<file path="config.mk">
export PLATFORM = sky130hd
export DESIGN_NAME = css_status_report
export DESIGN_NICKNAME = d
export VERILOG_FILES = /design/src/css_status_report.v
export VERILOG_INCLUDE_DIRS = /design/src /design/src/src
export SDC_FILE = /design/constraint.sdc
export NUM_CORES = 1
export LEC_CHECK = 0
export ABC_AREA = 1
export BUFFER_PORTS_ARGS = -buffer_cell sky130_fd_sc_hd__buf_2
export CORE_MARGIN = 2
export CORE_UTILIZATION = 50
export CTS_CLUSTER_SIZE = 12
export DETAILED_ROUTE_END_ITERATION = 7
export MAX_ROUTING_LAYER = met4
export PLACE_DENSITY = 0.87
export SLEW_MARGIN = 15
export SYNTH_ARGS = -nofsm -noshare
export SYNTH_HDL_FRONTEND = slang
export SYNTH_SLANG_ARGS = --single-unit
</file>
<file path="constraint.sdc">
create_clock -name ref_clk -period 11.6 [get_ports ref_clk]
set_input_delay 1.16 -clock ref_clk [delete_from_list [all_inputs] [get_ports ref_clk]]
set_output_delay 1.16 -clock ref_clk [all_outputs]
set_load 0.01 [all_outputs]
</file>
<file path="src/css_defs.vh">
`ifndef CSS_DEFS_VH
`define CSS_DEFS_VH

// ----------------------------------------------------------------
// Register port offsets (byte addresses)
// ----------------------------------------------------------------
`define CSS_REG_PAGE_ADDR     8'h00
`define CSS_REG_WRITE_MASK    8'h04
`define CSS_REG_INT_MASK      8'h08
`define CSS_REG_INT_STATUS    8'h0C
`define CSS_REG_CSB_MASK      8'h10
`define CSS_REG_CONTROL       8'h14
`define CSS_REG_STATE         8'h18

// ----------------------------------------------------------------
// Reset values
// ----------------------------------------------------------------
`define CSS_RST_PAGE_ADDR     32'h00000000
`define CSS_RST_WRITE_MASK    10'h3FF
`define CSS_RST_INT_MASK      10'h3FF
`define CSS_RST_CSB_MASK      16'h0000
`define CSS_RST_CONTROL       4'h0

// ----------------------------------------------------------------
// Control register fields
// ----------------------------------------------------------------
`define CSS_CTL_FAULT_REPAIR  0
`define CSS_CTL_ARB_ENABLE    1
`define CSS_CTL_ALLOW_ELEM    2
`define CSS_CTL_ALLOW_WFE     3

// ----------------------------------------------------------------
// Interrupt status vector bit positions
// ----------------------------------------------------------------
`define CSS_INT_USER          0
`define CSS_INT_ENGINE_ERR    3
`define CSS_INT_FLUSH         4
`define CSS_INT_L3_PARITY     5
`define CSS_INT_MEDIA_CNT     6
`define CSS_INT_PAGE_FAULT    7
`define CSS_INT_CTX_SWITCH    8
`define CSS_INT_WIDTH         10
// Bits never mirrored to the status page, and bits that hold state
`define CSS_INT_NO_MIRROR     10'h1C0
`define CSS_INT_STICKY        10'h171

// ----------------------------------------------------------------
// Status page layout (offsets and entry counts inside the 4KB page)
// ----------------------------------------------------------------
`define CSS_PAGE_MASK         32'hFFFFF000
`define CSS_PG_INT_STATUS     12'h000
`define CSS_PG_CSB_DW         12'h028
`define CSS_PG_LAST_QW        4'hF
`define CSS_CSB_ENTRIES       4'hC
`define CSS_CSB_LAST          4'hB

`endif

</file>
<file path="src/css_status_report.v">
`timescale 1ns/10ps
`default_nettype none

`include "css_defs.vh"

// Behaviour
// - Status buffer at dword 28h, twelve entries
// - Switch writes status to next ascending entry
// - After entry 11 pointer wraps to 0
// - Pointer value written to quadword 15 low byte
// - Pointer names entry written; upper bits zero
// - Unmasked reasons report entry and interrupt
// - Masked reason: no entry, no interrupt
// - New list preempts at next preemptable command
// - Preempted context saved to its image address
// - Preemption points need arbitration enabled
// - Status page accesses are cacheable, snooped
// - One common interrupt bit layout
// - Status change writes unmasked bits outside 8:6 to page
// - Bit 8 on switch, never mirrored
// - Bit 7 set while translation fault pending
// - Fault repair mode ignores interrupt mask for bit 7
// - Bit 6 media counter, media only, unmirrored
// - Bit 5 cache parity, render only
// - Bit 3 follows engine error
module css_status_report #(
    parameter IS_RENDER = 1,
    parameter IS_MEDIA  = 0,
    parameter REASON_W  = 16
) (
    // Clock and reset
    input  wire                 ref_clk,
    input  wire                 rst,
    // Register port
    input  wire [7:0]           reg_addr,
    input  wire [31:0]          reg_wdata,
    input  wire                 reg_wr,
    input  wire                 reg_rd,
    output reg  [31:0]          reg_rdata,
    // Context switch events from the engine
    input  wire                 ctx_switch,
    input  wire [REASON_W-1:0]  switch_reason,
    input  wire [63:0]          ctx_status,
    output reg                  ctx_switch_ready,
    // Execution list submission and preemption
    input  wire                 execlist_submit_port,
    input  wire                 arbitration_check_cmd,
    input  wire                 elem_boundary,
    input  wire                 sem_wait_fail,
    input  wire                 wfe_fail,
    input  wire [31:0]          context_image_address,
    output reg                  preempt_go,
    output reg                  ctx_save_req,
    output reg  [31:0]          ctx_save_addr,
    input  wire                 ctx_save_ack,
    // Interrupt sources
    input  wire                 user_event,
    input  wire                 flush_event,
    input  wire                 l3_parity_event,
    input  wire                 media_count_event,
    input  wire                 fault_pending,
    input  wire                 engine_error,
    output reg                  engine_irq,
    // Status page memory writes
    output reg                  mem_req,
    output reg  [31:0]          mem_addr,
    output reg  [63:0]          mem_data,
    output reg                  mem_snoop,
    input  wire                 mem_ack
);

    // ----------------------------------------------------------------
    // Local constants
    // ----------------------------------------------------------------
    localparam MS_IDLE = 1'b0;
    localparam MS_BUSY = 1'b1;

    localparam SEL_ENTRY = 2'h0;
    localparam SEL_LAST  = 2'h1;
    localparam SEL_INT   = 2'h2;

    // Offsets are added, not ORed: the buffer base shares bits with the index
    localparam [11:0] CSB_BASE = `CSS_PG_CSB_DW << 2;

    localparam [9:0] EVT_MEDIA_EN  = (IS_MEDIA != 0)  ? 10'h3FF : 10'h000;
    localparam [9:0] EVT_RENDER_EN = (IS_RENDER != 0) ? 10'h3FF : 10'h000;

    // ----------------------------------------------------------------
    // Registers
    // ----------------------------------------------------------------
    reg  [31:0]              page_addr_q;
    reg  [9:0]               write_mask_q;
    reg  [9:0]               int_mask_q;
    reg  [9:0]               int_status_q;
    reg  [9:0]               int_status_d;
    reg  [REASON_W-1:0]      csb_mask_q;
    reg  [3:0]               control_q;
    reg  [3:0]               wptr_q;
    reg  [3:0]               wptr_d;
    reg  [63:0]              entry_data_q;
    reg                      pend_entry_q;
    reg                      pend_last_q;
    reg                      pend_int_q;
    reg                      preempt_pend_q;
    reg                      mstate_q;
    reg  [1:0]               sel_q;

    wire                     fault_repair = control_q[`CSS_CTL_FAULT_REPAIR];
    wire                     arb_enable   = control_q[`CSS_CTL_ARB_ENABLE];
    wire                     allow_elem   = control_q[`CSS_CTL_ALLOW_ELEM];
    wire                     allow_wfe    = control_q[`CSS_CTL_ALLOW_WFE];

    wire                     switch_take  = ctx_switch & ctx_switch_ready;
    wire                     switch_rep   = switch_take & (|(switch_reason & ~csb_mask_q));
    wire                     wr_int_st    = reg_wr & (reg_addr == `CSS_REG_INT_STATUS);
    wire                     mem_done     = (mstate_q == MS_BUSY) & mem_ack;

    // Effective mirror mask: some bits can never be mirrored
    wire [9:0]               mirror_bits  = int_status_q & ~(write_mask_q | `CSS_INT_NO_MIRROR);

    // ----------------------------------------------------------------
    // Preemption point detection
    // ----------------------------------------------------------------
    wire                     preempt_point = arb_enable & (arbitration_check_cmd |
                                             (elem_boundary & allow_elem) | sem_wait_fail |
                                             (wfe_fail & allow_wfe));

    // ----------------------------------------------------------------
    // Interrupt status vector next value
    // ----------------------------------------------------------------
    always @* begin
        int_status_d = int_status_q;
        // Write-one clears sticky bits; events below override the clear
        if (wr_int_st) begin
            int_status_d = int_status_q & ~(reg_wdata[9:0] & `CSS_INT_STICKY);
        end
        if (user_event) begin
            int_status_d[`CSS_INT_USER] = 1'b1;
        end
        if (flush_event) begin
            int_status_d[`CSS_INT_FLUSH] = 1'b1;
        end
        if (l3_parity_event & EVT_RENDER_EN[`CSS_INT_L3_PARITY]) begin
            int_status_d[`CSS_INT_L3_PARITY] = 1'b1;
        end
        if (media_count_event & EVT_MEDIA_EN[`CSS_INT_MEDIA_CNT]) begin
            int_status_d[`CSS_INT_MEDIA_CNT] = 1'b1;
        end
        if (switch_rep) begin
            int_status_d[`CSS_INT_CTX_SWITCH] = 1'b1;
        end
        // Level sources track their cause, not software
        int_status_d[`CSS_INT_PAGE_FAULT] = fault_pending;
        int_status_d[`CSS_INT_ENGINE_ERR] = engine_error;
        int_status_d[2] = 1'b0;
        int_status_d[1] = 1'b0;
        int_status_d[9] = 1'b0;
    end

    // ----------------------------------------------------------------
    // Write pointer next value
    // ----------------------------------------------------------------
    always @* begin
        if (wptr_q == `CSS_CSB_LAST) begin
            wptr_d = 4'h0;
        end else begin
            wptr_d = wptr_q + 4'h1;
        end
    end

    // ----------------------------------------------------------------
    // Register port
    // ----------------------------------------------------------------
    always @(posedge ref_clk or posedge rst) begin
        if (rst) begin
            page_addr_q  <= `CSS_RST_PAGE_ADDR;
            write_mask_q <= `CSS_RST_WRITE_MASK;
            int_mask_q   <= `CSS_RST_INT_MASK;
            csb_mask_q   <= `CSS_RST_CSB_MASK;
            control_q    <= `CSS_RST_CONTROL;
            reg_rdata    <= 32'h00000000;
        end else begin
            if (reg_wr) begin
                case (reg_addr)
                    `CSS_REG_PAGE_ADDR:  page_addr_q  <= reg_wdata & `CSS_PAGE_MASK;
                    `CSS_REG_WRITE_MASK: write_mask_q <= reg_wdata[9:0];
                    `CSS_REG_INT_MASK:   int_mask_q   <= reg_wdata[9:0];
                    `CSS_REG_CSB_MASK:   csb_mask_q   <= reg_wdata[REASON_W-1:0];
                    `CSS_REG_CONTROL:    control_q    <= reg_wdata[3:0];
                    default: ;
                endcase
            end
            if (reg_rd) begin
                case (reg_addr)
                    `CSS_REG_PAGE_ADDR:  reg_rdata <= page_addr_q;
                    `CSS_REG_WRITE_MASK: reg_rdata <= {22'h000000, write_mask_q};
                    `CSS_REG_INT_MASK:   reg_rdata <= {22'h000000, int_mask_q};
                    `CSS_REG_INT_STATUS: reg_rdata <= {22'h000000, int_status_q};
                    `CSS_REG_CSB_MASK:   reg_rdata <= {{(32-REASON_W){1'b0}}, csb_mask_q};
                    `CSS_REG_CONTROL:    reg_rdata <= {28'h0000000, control_q};
                    `CSS_REG_STATE:      reg_rdata <= {26'h0000000, preempt_pend_q,
                                                      mstate_q, wptr_q};
                    default:             reg_rdata <= 32'h00000000;
                endcase
            end else begin
                reg_rdata <= 32'h00000000;
            end
        end
    end

    // ----------------------------------------------------------------
    // Interrupt status and interrupt output
    // ----------------------------------------------------------------
    always @(posedge ref_clk or posedge rst) begin
        if (rst) begin
            int_status_q <= 10'h000;
            engine_irq   <= 1'b0;
        end else begin
            int_status_q <= int_status_d;
            // Fault repair lets a fault through regardless of the mask
            engine_irq   <= (|(int_status_d & ~int_mask_q)) |
                            (fault_repair & int_status_d[`CSS_INT_PAGE_FAULT]);
        end
    end

    // ----------------------------------------------------------------
    // Context switch capture
    // ----------------------------------------------------------------
    // One switch is held at a time; ready drops until both writes land
    always @(posedge ref_clk or posedge rst) begin
        if (rst) begin
            wptr_q           <= `CSS_CSB_LAST;
            entry_data_q     <= 64'h0000000000000000;
            pend_entry_q     <= 1'b0;
            pend_last_q      <= 1'b0;
            ctx_switch_ready <= 1'b0;
        end else begin
            if (switch_rep) begin
                wptr_q       <= wptr_d;
                entry_data_q <= ctx_status;
                pend_entry_q <= 1'b1;
                pend_last_q  <= 1'b1;
            end else if (mem_done) begin
                if (sel_q == SEL_ENTRY) begin
                    pend_entry_q <= 1'b0;
                end
                if (sel_q == SEL_LAST) begin
                    pend_last_q <= 1'b0;
                end
            end
            ctx_switch_ready <= ~(switch_rep | pend_entry_q | pend_last_q) |
                                (mem_done & (sel_q == SEL_LAST));
        end
    end

    // ----------------------------------------------------------------
    // Status mirror request
    // ----------------------------------------------------------------
    always @(posedge ref_clk or posedge rst) begin
        if (rst) begin
            pend_int_q <= 1'b0;
        end else begin
            // A fresh change beats completion of the older write
            if (int_status_d != int_status_q) begin
                pend_int_q <= 1'b1;
            end else if (mem_done & (sel_q == SEL_INT)) begin
                pend_int_q <= 1'b0;
            end
        end
    end

    // ----------------------------------------------------------------
    // Status page write sequencer
    // ----------------------------------------------------------------
    always @(posedge ref_clk or posedge rst) begin
        if (rst) begin
            mstate_q  <= MS_IDLE;
            sel_q     <= SEL_ENTRY;
            mem_req   <= 1'b0;
            mem_addr  <= 32'h00000000;
            mem_data  <= 64'h0000000000000000;
            mem_snoop <= 1'b0;
        end else begin
            case (mstate_q)
                MS_IDLE: begin
                    if (pend_entry_q) begin
                        mstate_q  <= MS_BUSY;
                        sel_q     <= SEL_ENTRY;
                        mem_req   <= 1'b1;
                        mem_addr  <= page_addr_q |
                                     {20'h00000,
                                      CSB_BASE + {5'h00, wptr_q, 3'h0}};
                        mem_data  <= entry_data_q;
                        mem_snoop <= 1'b1;
                    end else if (pend_last_q) begin
                        mstate_q  <= MS_BUSY;
                        sel_q     <= SEL_LAST;
                        mem_req   <= 1'b1;
                        mem_addr  <= page_addr_q |
                                     {20'h00000,
                                      CSB_BASE + {5'h00, `CSS_PG_LAST_QW, 3'h0}};
                        mem_data  <= {60'h000000000000000, wptr_q};
                        mem_snoop <= 1'b1;
                    end else if (pend_int_q) begin
                        mstate_q  <= MS_BUSY;
                        sel_q     <= SEL_INT;
                        mem_req   <= 1'b1;
                        mem_addr  <= page_addr_q | {20'h00000, `CSS_PG_INT_STATUS};
                        mem_data  <= {54'h00000000000000, mirror_bits};
                        mem_snoop <= 1'b1;
                    end else begin
                        mem_req   <= 1'b0;
                    end
                end
                MS_BUSY: begin
                    if (mem_ack) begin
                        mstate_q <= MS_IDLE;
                        mem_req  <= 1'b0;
                    end
                end
                default: begin
                    mstate_q <= MS_IDLE;
                    mem_req  <= 1'b0;
                end
            endcase
        end
    end

    // ----------------------------------------------------------------
    // Preemption
    // ----------------------------------------------------------------
    always @(posedge ref_clk or posedge rst) begin
        if (rst) begin
            preempt_pend_q <= 1'b0;
            preempt_go     <= 1'b0;
            ctx_save_req   <= 1'b0;
            ctx_save_addr  <= 32'h00000000;
        end else begin
            // New submission wins over the clear from a preemption
            if (execlist_submit_port) begin
                preempt_pend_q <= 1'b1;
            end else if (preempt_pend_q & preempt_point & ~ctx_save_req) begin
                preempt_pend_q <= 1'b0;
            end
            preempt_go <= preempt_pend_q & preempt_point & ~ctx_save_req;
            if (preempt_pend_q & preempt_point & ~ctx_save_req) begin
                ctx_save_req  <= 1'b1;
                ctx_save_addr <= context_image_address;
            end else if (ctx_save_ack) begin
                ctx_save_req  <= 1'b0;
            end
        end
    end

endmodule

`default_nettype wire

</file>
==> metrics.txt <==
# TYPE chip_impl_metric gauge
chip_impl_info{name="run_status",value="finished, final reports clean"} 1
chip_impl_info{name="startpoint_type",value="primary input"} 1
chip_impl_metric{name="vias_in_the_first_global_route",unit=""} 10010
chip_impl_metric{name="rows",unit=""} 57
chip_impl_metric{name="switchingPower",unit="mW"} 1.211
chip_impl_metric{name="synthToLayoutAreaGrowth",unit="%"} 21.87
chip_impl_metric{name="clock_buffers_created_by_tritoncts",unit=""} 31
chip_impl_metric{name="max_h_tree_level",unit=""} 1
chip_impl_metric{name="clock_insertion_delay_worst_skew",unit="ns"} 0.55
chip_impl_info{name="criticalPathCategory",value="in2reg"} 1
chip_impl_metric{name="timing.final.crit_period",unit="ns"} 3.052
chip_impl_metric{name="grt_max_degree",unit=""} 185
chip_impl_info{name="synth_area_leader_cell",value="sky130_fd_sc_hd__dfrtp_1"} 1
chip_impl_metric{name="synth_cell_type_count",unit=""} 41
chip_impl_metric{name="worst-path-buf-inv",unit=""} 2
chip_impl_metric{name="synthesis.yosys.warnings",unit=""} 0
chip_impl_metric{name="clock.fmax",unit="MHz"} 327.6
chip_impl_metric{name="chipHeight",unit="um"} 160.9
chip_impl_metric{name="globalRouteOverflowTotal",unit=""} 0
chip_impl_metric{name="firstDrtPassIters",unit=""} 5
chip_impl_metric{name="finish.instance_area",unit="um2"} 14990
chip_impl_metric{name="dpl.hpwl",unit="mm"} 21.91
chip_impl_metric{name="power.internal",unit="mW"} 2.272
chip_impl_metric{name="critPathMaxStageDelay",unit="ns"} 0.84
chip_impl_metric{name="worst_slew_pin_slew",unit="ns"} 1.044
chip_impl_metric{name="drive_gt1_frac",unit=""} 0.2659
chip_impl_metric{name="proportion_of_power_drawn_by_the_clock_network",unit=""} 0.276
chip_impl_metric{name="peak_supply_drop",unit="mV"} 0.1569
chip_impl_metric{name="gp_routability_congestion",unit=""} 0.9468
chip_impl_metric{name="io_pins",unit=""} 336
chip_impl_metric{name="floorplan.initialDensity",unit=""} 0.5073
chip_impl_metric{name="power_frac_seq",unit=""} 0.434
chip_impl_metric{name="grt_first_pass_wirelength",unit="mm"} 51.19
chip_impl_metric{name="synth_register_bits",unit=""} 302
chip_impl_metric{name="post_cts.repair.setup_buffers",unit=""} 0
chip_impl_metric{name="finalClockSkew",unit="ns"} 0.01467
chip_impl_metric{name="antenna_found_initial",unit=""} 1
chip_impl_info{name="cp_slowest_cell",value="sky130_fd_sc_hd__buf_4"} 1
chip_impl_metric{name="switching_share",unit=""} 0.3477
chip_impl_metric{name="routed_wire_length_per_instance",unit="um"} 16.26
chip_impl_metric{name="clock_transition_at_the_register_clock_pins_on_the_worst_setup_and_hold_paths_after_cts",unit="ns"} 0.06
chip_impl_metric{name="report.final.slew_viol_count",unit=""} 0
chip_impl_info{name="worst_setup_path_end_kind",value="register"} 1
chip_impl_metric{name="timing_hold_violations_final",unit=""} 0
chip_impl_info{name="cp_top_family",value="simple AND/OR/NAND/NOR gates"} 1
chip_impl_metric{name="detailed_place.area",unit="um2"} 14010
chip_impl_info{name="rsz0062_at_grt",value="no"} 1
chip_impl_metric{name="synth_top_area_share",unit=""} 0.5675
chip_impl_metric{name="min_period_over_period",unit=""} 0.2631
chip_impl_metric{name="cts-hold-fix-buffers",unit=""} 0
chip_impl_metric{name="power_density",unit="nW/um2"} 232.4
chip_impl_metric{name="clock_sink_count",unit=""} 302
chip_impl_metric{name="syn_avg_cell_area",unit="um2"} 9.384
chip_impl_metric{name="route.vias.total",unit=""} 10150
chip_impl_metric{name="report.final.setup_viol",unit=""} 0
chip_impl_metric{name="iteration_0_drc_count_of_the_detailed_router",unit=""} 953
chip_impl_info{name="clock_tree.root_cell",value="sky130_fd_sc_hd__clkbuf_16"} 1
chip_impl_metric{name="cts_resized",unit=""} 0
chip_impl_info{name="holdCritPathClass",value="reg2reg"} 1
chip_impl_metric{name="drc",unit=""} 0
chip_impl_metric{name="fillers",unit=""} 1969
chip_impl_metric{name="r2r_setup_slack",unit="ns"} 8.67
chip_impl_info{name="critical_path.cell_chain",value="buf_2 -> nand2_1 -> nand2_1 -> nor2_1 -> nand2_1 -> nor2_2 -> nor2_4 -> buf_4 -> nand2_1 -> o21ai_0"} 1
chip_impl_metric{name="cts_max_path_buffers",unit=""} 3
chip_impl_metric{name="proportion_of_synthesized_chip_area_in_sequential_cells",unit=""} 0.6167
chip_impl_metric{name="maxCapViolations",unit=""} 0
chip_impl_metric{name="io_buffer_count",unit=""} 328
chip_impl_metric{name="die_outline_area",unit="um2"} 25870
chip_impl_metric{name="slew_headroom",unit=""} 0.3039
chip_impl_metric{name="antenna_left",unit=""} 0
chip_impl_metric{name="postRouteWirelength",unit="mm"} 31.95
chip_impl_metric{name="post_synth_inst_count",unit=""} 1311
chip_impl_metric{name="total_leakage_power",unit="nW"} 7.832
chip_impl_metric{name="timing.critical_path.fanout_max",unit=""} 101
chip_impl_metric{name="arrival",unit="ns"} 3.50
chip_impl_info{name="cts_tree",value="built"} 1
chip_impl_metric{name="final_nets",unit=""} 1789
chip_impl_info{name="post_synth_main_area_contributors",value="sky130_fd_sc_hd__dfrtp_1 57%, sky130_fd_sc_hd__nand2_1 12%, sky130_fd_sc_hd__dfstp_2 4.9%, sky130_fd_sc_hd__inv_1 4.7%, sky130_fd_sc_hd__o31ai_1 3.7%"} 1
chip_impl_metric{name="setup_tns",unit="ns"} 0
chip_impl_metric{name="globalRouteTotalUtil",unit=""} 0.2525
chip_impl_info{name="worst_path_most_repeated_cell",value="sky130_fd_sc_hd__nand2_1"} 1
chip_impl_metric{name="synthesis.area",unit="um2"} 12300
chip_impl_metric{name="p_comb_frac",unit=""} 0.290
chip_impl_metric{name="worst-endpoint-required",unit="ns"} 12.05
chip_impl_metric{name="vias_per_cell",unit=""} 5.166
chip_impl_metric{name="die_width",unit="um"} 160.9
chip_impl_metric{name="core_outline_area",unit="um2"} 24250
stage by stage:
step,setup slack [ns],cells,util,hold slack (ns),power (mW)
floorplan,2.132,1316,-,0.4441,2.180
global placement,7.611,1907,0.5780,0.4444,2.480
detailed placement,7.512,1907,0.5780,0.4463,2.531
CTS,8.087,1964,0.6181,0.4616,3.512
global route,8.309,1965,0.6183,0.4746,3.704
finish,8.548,1965,0.6183,0.4578,3.484
power groups by stage:
stage          logic, mW  registers, mW  clock network (mW)
5_1_grt             1.13           1.55                1.02
3_5_place_dp        1.01           1.52                   0
3_3_place_gp       0.971           1.51                   0
4_1_cts             1.02           1.51               0.978
6_report            1.01           1.51               0.962
2_1_floorplan      0.603           1.58                   0
cell usage in the layout (no fill, tap or decap), drive strengths merged:
master,synthesis,layout
a211oi,1,1
a21oi,32,32
a22oi,2,2
a31oi,1,1
a41oi,1,1
buf,51,335
bufinv,0,2
clkbuf,17,52
clkinv,1,3
clkinvlp,0,1
conb,1,6
dfrtp,279,279
dfstp,23,23
diode,0,1
ha,3,3
inv,157,157
nand2,400,400
nand3,12,12
nand4,2,2
nor2,76,76
nor3,18,18
o21a,3,3
o21ai,152,152
o21bai,2,2
o22ai,13,13
o311ai,1,1
o31ai,60,60
or2,1,1
xor2,2,2
cell usage after synthesis:
| cell | n |
|---|---|
| sky130_fd_sc_hd__buf_6 | 9 |
| sky130_fd_sc_hd__o21ai_1 | 51 |
| sky130_fd_sc_hd__a21oi_1 | 31 |
| sky130_fd_sc_hd__o21ai_2 | 15 |
| sky130_fd_sc_hd__dfrtp_1 | 279 |
| sky130_fd_sc_hd__inv_1 | 153 |
| sky130_fd_sc_hd__buf_2 | 22 |
| sky130_fd_sc_hd__buf_4 | 20 |
| sky130_fd_sc_hd__inv_4 | 1 |
| sky130_fd_sc_hd__clkinv_1 | 1 |
| sky130_fd_sc_hd__nor2_4 | 2 |
| sky130_fd_sc_hd__o21a_1 | 3 |
| sky130_fd_sc_hd__nand2_2 | 3 |
| sky130_fd_sc_hd__nand3_1 | 10 |
| sky130_fd_sc_hd__or2_1 | 1 |
| sky130_fd_sc_hd__nor3_2 | 2 |
| sky130_fd_sc_hd__nand4_1 | 2 |
| sky130_fd_sc_hd__ha_1 | 3 |
| sky130_fd_sc_hd__conb_1 | 1 |
| sky130_fd_sc_hd__nand3_2 | 2 |
| sky130_fd_sc_hd__o21ai_4 | 1 |
| sky130_fd_sc_hd__a21oi_2 | 1 |
| sky130_fd_sc_hd__xor2_1 | 2 |
| sky130_fd_sc_hd__nand2_1 | 397 |
| sky130_fd_sc_hd__o21bai_1 | 1 |
| sky130_fd_sc_hd__o31ai_1 | 60 |
| sky130_fd_sc_hd__o21ai_0 | 85 |
| sky130_fd_sc_hd__inv_2 | 3 |
| sky130_fd_sc_hd__a31oi_1 | 1 |
| sky130_fd_sc_hd__o311ai_0 | 1 |
| sky130_fd_sc_hd__a22oi_1 | 2 |
| sky130_fd_sc_hd__a211oi_1 | 1 |
| sky130_fd_sc_hd__nor2_8 | 1 |
| sky130_fd_sc_hd__nor2_2 | 4 |
| sky130_fd_sc_hd__nor3_1 | 16 |
| sky130_fd_sc_hd__o21bai_2 | 1 |
| sky130_fd_sc_hd__a41oi_1 | 1 |
| sky130_fd_sc_hd__clkbuf_1 | 17 |
| sky130_fd_sc_hd__o22ai_1 | 13 |
| sky130_fd_sc_hd__dfstp_2 | 23 |
| sky130_fd_sc_hd__nor2_1 | 69 |
per-layer routing:
metal	track usage	part of all wire
met2	0.4181	0.49
met1	0.3216	0.40
met3	0.04468	0.084
met4	0.07386	0.026
met5	-	0
cell families after synthesis:
family	count (synthesis)	share of synthesized area
AO/OA/AOI/OAI	268	0.1310
other	1	0.0003048
adder cells (fa/ha/maj)	3	0.003052
buffers and inverters	226	0.08299
flip-flops	302	0.6167
XOR/XNOR	2	0.001424
AND/OR/NAND/NOR	509	0.1646
sequential cells by signal (all words and copies together) (netlist names), 2 cells and up:
| signal | count |
|---|---|
| entry_data_q | 64 |
| mem_data | 64 |
| ctx_save_addr | 32 |
| reg_rdata | 32 |
| mem_addr | 26 |
| page_addr_q | 20 |
| csb_mask_q | 16 |
| int_mask_q | 10 |
| write_mask_q | 10 |
| int_status_q | 7 |
| control_q | 4 |
| wptr_q | 4 |
| sel_q | 2 |
layout make-up:
type,instances,area [um2],area share
Inverter,158,603.1,0.04023
Tap cell,324,405.4,0.02704
Clock inverter,5,77.57,0.005174
Sequential cell,302,7586,0.5060
Timing Repair Buffer,335,1707,0.1138
Multi-Input combinational cell,788,3716,0.2479
Antenna cell,1,2.502,0.0001669
Clock buffer,52,894.6,0.05967
final timing paths:
check,startpoint,end,cells past startpoint
max in group asynchronous,rst,reg_rdata[28],3
min reg2reg,mem_snoop,mem_snoop,1
min,mem_snoop,mem_snoop,1
max reg2reg,pend_entry_q,mem_data[36],7
min in group asynchronous,rst,entry_data_q[55],2
max,switch_reason[8],entry_data_q[33],10
Power figures use the tool's default switching activity.
